`src/rtl/lbus_defines.svh`:
```
// Constants for the local bus cycle sequencer: PCI command codes,
// configuration word field positions, mode pin patterns and counts.
// Assumes inclusion by bare name from every file that needs them.
`ifndef LBUS_DEFINES_SVH
`define LBUS_DEFINES_SVH

// PCI command codes for local-initiated accesses
`define CMD_IO_RD      4'h2
`define CMD_IO_WR      4'h3
`define CMD_MEM_RD     4'h6
`define CMD_MEM_WR     4'h7
`define CMD_CFG_RD     4'ha
`define CMD_CFG_WR     4'hb
`define CMD_MEM_RD_MUL 4'hc
`define CMD_DAC        4'hd
`define CMD_MEM_RD_LN  4'he
`define CMD_MEM_WR_INV 4'hf

// Access space and variant selectors
`define SPACE_MEM 2'h0
`define SPACE_IO  2'h1
`define SPACE_CFG 2'h2
`define VAR_MULT  2'h1
`define VAR_LINE  2'h2
`define VAR_INV   2'h1

// Arbitration word fields
`define LAT_MSB      7
`define LAT_LSB      0
`define PAUSE_MSB    15
`define PAUSE_LSB    8
`define REQ_MODE_BIT 23
`define GATING_BIT   27

// Direct master window: write delay field
`define WDLY_MSB 15
`define WDLY_LSB 14
`define DLY_0    5'h00
`define DLY_4    5'h04
`define DLY_8    5'h08
`define DLY_16   5'h10

// Wait-state fields of the descriptors
`define WS_W        4
`define WS_LO_MSB   5
`define WS_LO_LSB   2
`define WS_HI_MSB   21
`define WS_HI_LSB   18

// Request gap after a target disconnect, in clocks
`define REQ_GAP 5'h02

// Local bus type pins
`define MODE_M    2'h3
`define MODE_RSVD 2'h2
`define MODE_C    2'h0
`define MODE_J    2'h1

// Local bus width codes
`define BW_8  2'h0
`define BW_16 2'h1
`define BW_32 2'h2

`endif

```
`src/rtl/lbus_pkg.sv`:
```
// Types shared by the local bus cycle sequencer modules.
// Assumes nothing beyond a SystemVerilog compiler.
package lbus_pkg;
  typedef enum logic [2:0] {P_IDLE, P_DELAY, P_REQ, P_OWN, P_GAP} pci_st_t;
  typedef enum logic [1:0] {A_IDLE, A_HOLD, A_OWN, A_PAUSE} arb_st_t;
  typedef enum logic [1:0] {B_IDLE, B_ADDR, B_DATA} brst_st_t;
endpackage

```
`src/rtl/wait_if.sv`:
```
// Carrier between the burst sequencer and its wait-state timer.
// Assumes both ends run on the same clock.
`timescale 1ns/1ps
`include "lbus_defines.svh"
interface wait_if;
  logic              start;     // Reload counter, new data access
  logic [`WS_W-1:0]  load;
  logic              ready_en;
  logic              ready_n;
  logic              bterm_en;
  logic              bterm_n;
  logic              ack;       // Data phase completes this cycle
  logic              bterm_hit;
  logic              busy;      // Internal wait states still running

  modport seq (output start, load, ready_en, ready_n, bterm_en, bterm_n,
               input ack, bterm_hit, busy);
  modport tmr (input start, load, ready_en, ready_n, bterm_en, bterm_n,
               output ack, bterm_hit, busy);
endinterface

```
`src/rtl/local_bus_cycle_sequencer.sv`:
```
// Cycle control of a PCI-to-local-bus bridge: PCI command and request
// control, local hold/ack arbitration with back-off and pause, burst
// sequencing and wait-state handshakes on the local bus.
// Assumes all inputs synchronous to i_mclk; tri-state buffers outside.
// Notes on behaviour
// Memory access codes 6,7,C,D,E,F
// I/O codes 2,3; configuration A,B
// Request drops at FRAME or stays, per bit
// Two idle request clocks after disconnect
// Write request held off 0/4/8/16 clocks
// Mode pins pick bus type; 10 reserved
// Owner only while hold and ack
// Back-off or timer releases within two beats; the code releases only on DMA or write transfers
// Rehold after ack low and pause zero
// Pause timer used only for DMA
// Burst-last at first data means single
// Local masters use 32-bit non-pipelined bus
// Ready off: counter reloaded per data
// Ready on: ignored until count zero
// Terminate sampled at zero, beats ready
// Slave delays ready; master signals wait
// Four-bit wait fields set wait counts
// Master asserts wait during address phase
// Burst and terminate bits choose cycle type
// Burst-4: last at 11, new strobe at 00
// Terminate ends burst, restarts with strobe
// No terminate: stop at 16-byte boundary
`timescale 1ns/1ps
`include "lbus_defines.svh"
module local_bus_cycle_sequencer
  import lbus_pkg::*;
#(
  parameter int CNT_W = 16
) (
  // Clock and reset
  input  logic              i_mclk,
  input  logic              i_rst,
  // Configuration words and mode bits
  input  logic [1:0]        i_mode_sel,
  input  logic [31:0]       i_mode_arbitration_reg,
  input  logic [31:0]       i_direct_master_window_cfg,
  input  logic [31:0]       i_local_space0_descriptor,
  input  logic [31:0]       i_dma_channel_mode,
  input  logic              i_ready_en,
  input  logic              i_burst_en,
  input  logic              i_bterm_en,
  input  logic              i_backoff_en,
  input  logic              i_latency_en,
  input  logic              i_addr_inc_en,
  input  logic [1:0]        i_bus_width,
  output logic [1:0]        o_bus_mode,
  output logic              o_mode_reserved,
  // PCI master request control
  input  logic              i_dm_pending,
  input  logic              i_dm_write,
  input  logic [1:0]        i_dm_space,
  input  logic [1:0]        i_dm_variant,
  input  logic              i_dm_dac,
  input  logic              i_pci_gnt,
  input  logic              i_frame_start,
  input  logic              i_master_done,
  input  logic              i_target_disc,
  output logic              o_pci_req_n,
  output logic [3:0]        o_pci_cmd,
  // Local bus, device as slave
  input  logic              i_slave_ads_n,
  input  logic              i_burst_last_strobe_n,
  input  logic              i_wait_n,
  input  logic              i_slave_data_ok,
  output logic              o_ready_n,
  output logic              o_pci_single,
  // Local bus, device as master
  input  logic              i_lm_req,
  input  logic              i_lm_dma,
  input  logic              i_lm_write,
  input  logic [31:2]       i_lm_addr,
  input  logic [CNT_W-1:0]  i_lm_count,
  input  logic              i_local_bus_hold_ack,
  input  logic              i_local_backoff_request_in,
  input  logic              i_ready_n,
  input  logic              i_bterm_n,
  output logic              o_local_bus_hold_request,
  output logic              o_local_owner,
  output logic              o_lbus_oe,
  output logic              o_address_strobe_n,
  output logic              o_burst_last_strobe_n,
  output logic              o_wait_n,
  output logic [31:0]       o_local_address_bus,
  output logic              o_beat_done,
  output logic              o_lm_done
);

  wait_if wt ();

  pci_st_t          pst_q;
  arb_st_t          ast_q;
  brst_st_t         bst_q;
  logic [4:0]       pcnt_q;
  logic [7:0]       lat_q;
  logic [7:0]       pause_q;
  logic [31:2]      addr_q;
  logic [CNT_W-1:0] cnt_q;
  logic             dma_q;
  logic             wr_q;
  logic             rel_pend_q;
  logic             sph_q;
  logic             sfirst_q;
  logic             shold_q;

  // PCI command from the access kind
  function automatic logic [3:0] cmd_sel(input logic [1:0] sp,
                                         input logic wr,
                                         input logic [1:0] vr,
                                         input logic dac);
    logic [3:0] c;
    c = wr ? `CMD_MEM_WR : `CMD_MEM_RD;
    if (sp == `SPACE_IO) c = wr ? `CMD_IO_WR : `CMD_IO_RD;
    else if (sp == `SPACE_CFG) c = wr ? `CMD_CFG_WR : `CMD_CFG_RD;
    else if (dac) c = `CMD_DAC;
    else if (wr && vr == `VAR_INV) c = `CMD_MEM_WR_INV;
    else if (!wr && vr == `VAR_MULT) c = `CMD_MEM_RD_MUL;
    else if (!wr && vr == `VAR_LINE) c = `CMD_MEM_RD_LN;
    return c;
  endfunction

  // Write hold-off in clocks from the two-bit field
  function automatic logic [4:0] wdly_clks(input logic [1:0] f);
    logic [4:0] d;
    case (f)
      2'h1:    d = `DLY_4;
      2'h2:    d = `DLY_8;
      2'h3:    d = `DLY_16;
      default: d = `DLY_0;
    endcase
    return d;
  endfunction

  // Last Lword before a 16-byte boundary, per bus width; a fixed-address
  // DMA transfer never meets a boundary
  function automatic logic at_boundary(input logic [1:0] a,
                                       input logic [1:0] bw,
                                       input logic inc,
                                       input logic dma);
    logic b;
    case (bw)
      `BW_8:   b = 1'b1;
      `BW_16:  b = a[0];
      default: b = (a == 2'h3);
    endcase
    return b & (inc | !dma);
  endfunction

  // Configuration field decode
  wire       keep_req  = i_mode_arbitration_reg[`REQ_MODE_BIT];
  wire       gating    = i_mode_arbitration_reg[`GATING_BIT];
  wire [7:0] lat_val   = i_mode_arbitration_reg[`LAT_MSB:`LAT_LSB];
  wire [7:0] pause_val = i_mode_arbitration_reg[`PAUSE_MSB:`PAUSE_LSB];
  wire [1:0] wdly      = i_direct_master_window_cfg[`WDLY_MSB:`WDLY_LSB];
  wire [4:0] dly       = wdly_clks(wdly);

  // PCI request: high in drop mode only until our FRAME goes out
  wire req_on = (pst_q == P_REQ && !(i_frame_start && !keep_req)) ||
                (pst_q == P_OWN && keep_req);
  assign o_pci_req_n = !req_on;

  // PCI request sequence; the gap state keeps request idle after a
  // disconnect so the arbiter sees a clean release
  always_ff @(posedge i_mclk or posedge i_rst) begin
    if (i_rst) begin
      pst_q     <= P_IDLE;
      pcnt_q    <= '0;
      o_pci_cmd <= '0;
    end else begin
      case (pst_q)
        P_IDLE: begin
          if (i_dm_pending) begin
            o_pci_cmd <= cmd_sel(i_dm_space, i_dm_write,
                                 i_dm_variant, i_dm_dac);
            if (i_dm_write && dly != `DLY_0) begin
              pcnt_q <= dly;
              pst_q  <= P_DELAY;
            end else begin
              pst_q <= P_REQ;
            end
          end
        end
        P_DELAY: begin
          pcnt_q <= pcnt_q - 5'h01;
          if (pcnt_q == 5'h01) pst_q <= P_REQ;
        end
        P_REQ: begin
          if (i_pci_gnt && i_frame_start) pst_q <= P_OWN;
        end
        P_OWN: begin
          if (i_master_done && i_target_disc) begin
            pcnt_q <= `REQ_GAP;
            pst_q  <= P_GAP;
          end else if (i_master_done) begin
            pst_q <= P_IDLE;
          end
        end
        P_GAP: begin
          pcnt_q <= pcnt_q - 5'h01;
          if (pcnt_q == 5'h01) pst_q <= P_IDLE;
        end
        default: pst_q <= P_IDLE;
      endcase
    end
  end

  // Mode pins are registered so the decode is glitch free
  always_ff @(posedge i_mclk or posedge i_rst) begin
    if (i_rst) begin
      o_bus_mode      <= `MODE_C;
      o_mode_reserved <= 1'b0;
    end else begin
      o_bus_mode      <= i_mode_sel;
      o_mode_reserved <= (i_mode_sel == `MODE_RSVD);
    end
  end

  // Slave side: one extra wait when the master held wait at ADS
  wire srdy = sph_q & !shold_q & i_slave_data_ok;
  assign o_ready_n = !srdy;

  always_ff @(posedge i_mclk or posedge i_rst) begin
    if (i_rst) begin
      sph_q        <= 1'b0;
      sfirst_q     <= 1'b0;
      shold_q      <= 1'b0;
      o_pci_single <= 1'b0;
    end else if (!i_slave_ads_n) begin
      sph_q    <= 1'b1;
      sfirst_q <= 1'b1;
      shold_q  <= !i_wait_n;
    end else if (sph_q) begin
      sfirst_q <= 1'b0;
      shold_q  <= 1'b0;
      if (sfirst_q) o_pci_single <= !i_burst_last_strobe_n;
      if (srdy && !i_burst_last_strobe_n) sph_q <= 1'b0;
    end
  end

  // Ownership and release decode
  wire owner     = o_local_bus_hold_request & i_local_bus_hold_ack;
  wire xfer_done = (ast_q == A_OWN) && (cnt_q == '0);
  wire trigger   = (dma_q | wr_q) &
                   ((i_backoff_en & i_local_backoff_request_in) |
                    (gating & i_latency_en & (lat_q == '0)));
  wire rel_go    = rel_pend_q & (wt.ack | (bst_q == B_IDLE));
  wire load_x    = (ast_q == A_IDLE) && i_lm_req;
  assign o_local_bus_hold_request = (ast_q == A_HOLD) || (ast_q == A_OWN);
  assign o_local_owner = owner;
  assign o_lbus_oe     = owner;
  assign o_lm_done     = xfer_done;

  // Local arbitration; the pause count is loaded only for DMA
  always_ff @(posedge i_mclk or posedge i_rst) begin
    if (i_rst) begin
      ast_q      <= A_IDLE;
      lat_q      <= '0;
      pause_q    <= '0;
      dma_q      <= 1'b0;
      wr_q       <= 1'b0;
      rel_pend_q <= 1'b0;
    end else begin
      case (ast_q)
        A_IDLE: begin
          if (i_lm_req) begin
            dma_q <= i_lm_dma;
            wr_q  <= i_lm_write;
            ast_q <= A_HOLD;
          end
        end
        A_HOLD: begin
          if (i_local_bus_hold_ack) begin
            lat_q <= lat_val;
            ast_q <= A_OWN;
          end
        end
        A_OWN: begin
          if (lat_q != '0) lat_q <= lat_q - 8'h01;
          if (trigger) rel_pend_q <= 1'b1;
          if (xfer_done) begin
            rel_pend_q <= 1'b0;
            ast_q      <= A_IDLE;
          end else if (rel_go) begin
            rel_pend_q <= 1'b0;
            pause_q    <= dma_q ? pause_val : '0;
            ast_q      <= A_PAUSE;
          end
        end
        A_PAUSE: begin
          if (pause_q != '0) pause_q <= pause_q - 8'h01;
          else if (!i_local_bus_hold_ack) ast_q <= A_HOLD;
        end
        default: ast_q <= A_IDLE;
      endcase
    end
  end

  // Burst decisions
  wire bst4   = i_burst_en & !i_bterm_en;
  wire bndry  = at_boundary(addr_q[3:2], i_bus_width,
                            i_addr_inc_en, dma_q);
  wire last_b = (cnt_q == CNT_W'(1)) | rel_pend_q | !i_burst_en |
                (bst4 & bndry);
  wire cont   = (bst_q == B_DATA) && wt.ack && (cnt_q != CNT_W'(1)) &&
                !rel_pend_q && !last_b && !wt.bterm_hit;

  assign o_address_strobe_n    = !(bst_q == B_ADDR);
  assign o_burst_last_strobe_n = !((bst_q == B_DATA) && last_b);
  assign o_local_address_bus   = {addr_q, 2'b00};
  assign o_beat_done           = wt.ack;
  assign o_wait_n              = !wt.busy;

  // Timer hookup: first-data count on a new strobe, burst count after; DMA loads its low field both times
  assign wt.start    = (bst_q == B_ADDR) | cont;
  assign wt.load     = (bst_q == B_ADDR) ?
      (dma_q ? i_dma_channel_mode[`WS_LO_MSB:`WS_LO_LSB]
             : i_local_space0_descriptor[`WS_LO_MSB:`WS_LO_LSB]) :
      (dma_q ? i_dma_channel_mode[`WS_LO_MSB:`WS_LO_LSB]
             : i_local_space0_descriptor[`WS_HI_MSB:`WS_HI_LSB]);
  assign wt.ready_en = i_ready_en;
  assign wt.ready_n  = i_ready_n;
  assign wt.bterm_en = i_bterm_en & owner;
  assign wt.bterm_n  = i_bterm_n;

  wait_state_timer u_timer (
    .i_mclk (i_mclk),
    .i_rst  (i_rst),
    .wt     (wt.tmr)
  );

  // Beat sequencing; a release parks in idle and a regained bus
  // resumes with a fresh address strobe
  always_ff @(posedge i_mclk or posedge i_rst) begin
    if (i_rst) begin
      bst_q  <= B_IDLE;
      addr_q <= '0;
      cnt_q  <= '0;
    end else begin
      if (load_x) begin
        addr_q <= i_lm_addr;
        cnt_q  <= i_lm_count;
      end
      case (bst_q)
        B_IDLE: begin
          if (owner && ast_q == A_OWN && cnt_q != '0 && !rel_pend_q)
            bst_q <= B_ADDR;
        end
        B_ADDR: bst_q <= B_DATA;
        B_DATA: begin
          if (wt.ack) begin
            if (i_addr_inc_en) addr_q <= addr_q + 30'h1;
            cnt_q <= cnt_q - CNT_W'(1);
            if (cnt_q == CNT_W'(1) || rel_pend_q) bst_q <= B_IDLE;
            else if (last_b || wt.bterm_hit) bst_q <= B_ADDR;
          end
        end
        default: bst_q <= B_IDLE;
      endcase
    end
  end
endmodule

```
`src/rtl/wait_state_timer.sv`:
```
// Wait-state counter for local data phases driven as bus master.
// Assumes start is a one-cycle pulse at the start of each data access.
`timescale 1ns/1ps
`include "lbus_defines.svh"
module wait_state_timer (
  // Clock and reset
  input  logic   i_mclk,
  input  logic   i_rst,
  // Sequencer side
  wait_if.tmr    wt
);
  logic [`WS_W-1:0] cnt_q;
  logic             act_q;
  logic             zero;
  logic             bterm_now;

  // Ready and terminate are looked at only once the count is spent
  assign zero         = act_q & (cnt_q == '0);
  assign bterm_now    = zero & wt.bterm_en & !wt.bterm_n;
  assign wt.bterm_hit = bterm_now;
  assign wt.ack       = bterm_now |
                        (zero & (!wt.ready_en | !wt.ready_n));
  assign wt.busy      = act_q & (cnt_q != '0);

  // Reload wins over completion so back-to-back beats never lose a load
  always_ff @(posedge i_mclk or posedge i_rst) begin
    if (i_rst) begin
      cnt_q <= '0;
      act_q <= 1'b0;
    end else if (wt.start) begin
      cnt_q <= wt.load;
      act_q <= 1'b1;
    end else begin
      if (wt.busy) cnt_q <= cnt_q - 1'b1;
      if (wt.ack) act_q <= 1'b0;
    end
  end
endmodule

```
`config.mk`:
```
export PLATFORM = sky130hd
export DESIGN_NAME = local_bus_cycle_sequencer
export DESIGN_NICKNAME = d
export VERILOG_FILES = /design/src/rtl/lbus_pkg.sv /design/src/rtl/wait_if.sv /design/src/rtl/local_bus_cycle_sequencer.sv /design/src/rtl/wait_state_timer.sv
export VERILOG_INCLUDE_DIRS = /design/src /design/src/rtl
export SDC_FILE = /design/constraint.sdc
export NUM_CORES = 1
export LEC_CHECK = 0
export BUFFER_PORTS_ARGS = -buffer_cell sky130_fd_sc_hd__buf_2
export CAP_MARGIN = 20
export CORE_UTILIZATION = 35
export CTS_CLUSTER_SIZE = 14
export DETAILED_ROUTE_END_ITERATION = 12
export PLACE_DENSITY = 0.6
export SETUP_SLACK_MARGIN = 0.1
export SLEW_MARGIN = 20
export SYNTH_ARGS = -nofsm -noshare
export SYNTH_HDL_FRONTEND = slang
export SYNTH_SLANG_ARGS = --single-unit
export TNS_END_PERCENT = 10
```
`constraint.sdc`:
```
create_clock -name i_mclk -period 3.1 [get_ports i_mclk]
set_clock_uncertainty 0.15 [all_clocks]
set_input_delay 0.155 -clock i_mclk [delete_from_list [all_inputs] [get_ports i_mclk]]
set_output_delay 0.155 -clock i_mclk [all_outputs]
set_load 0.1 [all_outputs]
```
==> flow_summary_export.csv <==
group,metric,value,unit
setup_path,cp_max_fo,9,
final_layout,layout_commonest_cell,"buf_2",
floorplanning,die_h,130,um
clocking,htree_num_levels,3,
final_layout,final_nets,1135,
power_and_ir_drop,power.total,8.33,mW
power_and_ir_drop,ir_drop,908,uV
setup_path,worstPathArrival,2.55,ns
clocking,clock_sinks,93,
worst_hold_path,hold_class,"primary input to flip-flop",
final_layout,layout.cells.most_common_list,"buf_2, dfrtp_1, nor2_1",
placed_design,dpl.cell_count,1040,
timing,worst_slew_pin_slew,0.645,ns
routing,top_layer,"met5",
final_layout,drive_above_1_share,23.9,%
clocking,cts_tree,"done",
job,maxCapViolCount,0,
synthesis,synth_top_flop_cell,"dfrtp_1",
final_layout,syn_to_final_growth,37.8,%
routing,dr_wl_met2,8190,um
timing,setup_viol,0,
power_and_ir_drop,leakagePower,3.53,nW
power_and_ir_drop,cellPowerDensity,1050,nW/um^2
global_route,grt_max_degree,39,
timing,finalHoldViolCount,0,
routing,routed_wl,17400,um
global_route,grt_use_total,21.0,%
status,status,"finished, final reports clean",
final_layout,fin_cells,1131,
synthesis,synth_cell_type_count,64,
timing,fmax,350,MHz
synthesis,syn_area_per_cell,8.55,um^2
clocking,cts_made_buffers,9,
timing,finalCritPeriodShare,92.1,%
timing,layout_setup_ws,0.245,ns
routing,dr.pass1.iters,5,
placed_design,numPortBuffers,159,
global_route,grt_pass1_vias,5579,
placed_design,routabilityCongestion,0.821,
timing,finalMaxSlewViolations,0,
global_route,grt_pass1_wl,27800,um
synthesis,synth-edff-count,0,
routing,viasPerCell,5.30,
synthesis,netlist_instances,673,
floorplanning,core.rowCount,46,
clocking,clk_path_buf_depth,2,
routing,wl_per_cell,15.4,um
timing,period_minus_slack,2.86,ns
floorplanning,core_area,15900,um^2
routing,vias,5991,
timing,final.setup.tns,0,ns
floorplanning,io_pins,258,
routing,wl_met1,7990,um
setup_path,crit_type,"flip-flop to output port",
floorplanning,start_util,36.1,%
floorplanning,die_x,130,um
synthesis,ys_seq_elements,93,
synthesis,yosysSeqAreaShare,40.4,%
synthesis,async_flop_share,100,%
global_route,overflow,0,
floorplanning,die_area,17000,um^2
synthesis,synth_area,5760,um^2
clocking,clkTransAtPathRegs,0.06,ns
clocking,clock_latency,0.35,ns
final_layout,finalInstanceArea,7940,um^2
timing,relSlewSlack,56.7,%
setup_path,start_kind,"flip-flop",
clocking,cts_root_buf,"clkbuf_16",
routing,ant_nets,0,
timing,rsz0062_at_grt,"false",
routing,wl_met3,858,um
synthesis,yosysWarnings,0,
routing,drtIter0Drc,358,
setup_path,endpoint_kind,"output port",
placed_design,placed_cell_area,6870,um^2
placed_design,place.detailed.hpwl,12400,um
placed_design,place_ws,0.334,ns
routing,drc,0,
setup_path,crit_required,2.79,ns
global_route,antenna_found_initial,2,
kinds of logic after synthesis:
| family | Yosys count | share of synthesized area (%) |
|---|---|---|
| multiplexers | 16 | 2.85 |
| AO/OA/AOI/OAI | 201 | 24.1 |
| buffers and inverters | 58 | 4.09 |
| XOR/XNOR | 5 | 0.761 |
| flip-flops | 93 | 40.4 |
| adder cells (fa/ha/maj) | 18 | 3.91 |
| other | 1 | 0.0651 |
| AND/OR/NAND/NOR | 281 | 23.8 |
path summary, 6_finish.rpt:
| path | from | end | slack [ns] | cells after the start |
|---|---|---|---|---|
| min reg2reg | wr_q | wr_q | 0.34 | 2 |
| min in group asynchronous | i_rst | sfirst_q | 0.26 | 3 |
| min | i_dm_write | o_pci_cmd[0] | 0.007 | 3 |
| max in group asynchronous | i_rst | cnt_q[3] | 1.84 | 4 |
| max | cnt_q[8] | o_burst_last_strobe_n | 0.24 | 5 |
| max reg2reg | ast_q[0] | pause_q[1] | 0.41 | 8 |
synth_stat cells, types with 4 or more instances:
master	count	area [um^2]
nand3b_1	4	30.0
and2_1	8	50.1
nor2b_1	10	62.6
a32oi_1	5	43.8
o31ai_1	8	60.1
nor4b_1	4	35.0
ha_1	18	225
or3_1	4	25.0
a211oi_1	21	158
mux2i_1	13	130
o21a_1	7	52.6
or4_1	5	37.5
nand3_1	32	160
o311ai_0	4	35.0
a21o_1	4	30.0
buf_2	4	20.0
o22ai_1	4	25.0
clkbuf_1	21	78.8
o211ai_1	11	82.6
or2_2	5	31.3
a311oi_1	7	61.3
o31a_1	4	35.0
a211o_1	6	52.6
a21oi_1	35	175
a31oi_1	11	68.8
nor2_1	79	297
nor3_1	22	110
xnor2_1	5	43.8
dfrtp_1	93	2330
nand2b_1	8	50.1
nand4_1	4	25.0
nand2_1	67	251
nor4_1	7	43.8
o21ai_0	42	210
inv_1	29	109
and3_1	12	75.1
per-layer routing:
layer  vias up  track usage [%]
met5         -                0
met4         2             8.69
met3        28             3.73
met2       186             33.7
met1      2794             28.0
li1       2981                -
flip-flops by register name (all words and copies together), names as in the netlist, 2 cells and up:
| name | count |
|---|---|
| addr_q | 30 |
| cnt_q | 16 |
| lat_q | 8 |
| pause_q | 8 |
| pcnt_q | 5 |
| o_pci_cmd | 4 |
| u_timer.cnt_q | 4 |
| pst_q | 3 |
| ast_q | 2 |
| bst_q | 2 |
| o_bus_mode | 2 |
per-stage QoR:
stage                     utilization, %  hold WS [ns]
after global placement              43.1        0.0883
after detailed placement            43.1        0.0979
after floorplan                        -        0.0364
after global routing                49.8        0.0291
after CTS                           49.7       0.00235
final                               49.8       0.00677
critical path, stage by stage, from the launching register on:
cell,delay [ns]
dfrtp_1,0.46
or4_1,0.59
nand2b_1,0.20
o31ai_1,0.49
o21ai_1,0.14
buf_2,0.33
repair_timing:
| action | CTS | global route |
|---|---|---|
| gates resized for setup | 0 | 1 |
| endpoints found under the hold margin | 107 | 0 |
| hold buffers | 74 | 0 |
| endpoints found under the setup margin | 0 | 2 |
| setup buffers | 0 | 0 |
power breakdown:
part | internal (mW) | leakage, nW | switching (mW) | total [mW]
clock | 0.670 | 0.148 | 0.499 | 1.17
sequential | 1.76 | 1.10 | 0.615 | 2.37
combinational | 1.32 | 2.29 | 3.47 | 4.78
layout make-up:
| class | count | area [um^2] |
|---|---|---|
| fill | 1567 | 8010 |
| sequential | 93 | 2340 |
| inverter | 29 | 111 |
| multi-input combinational | 523 | 3220 |
| antenna | 1 | 2.50 |
| tap | 216 | 270 |
| clock inverter | 5 | 58.8 |
| timing repair buffer | 253 | 1690 |
| clock buffer | 11 | 253 |
Power figures use the tool's default switching activity.
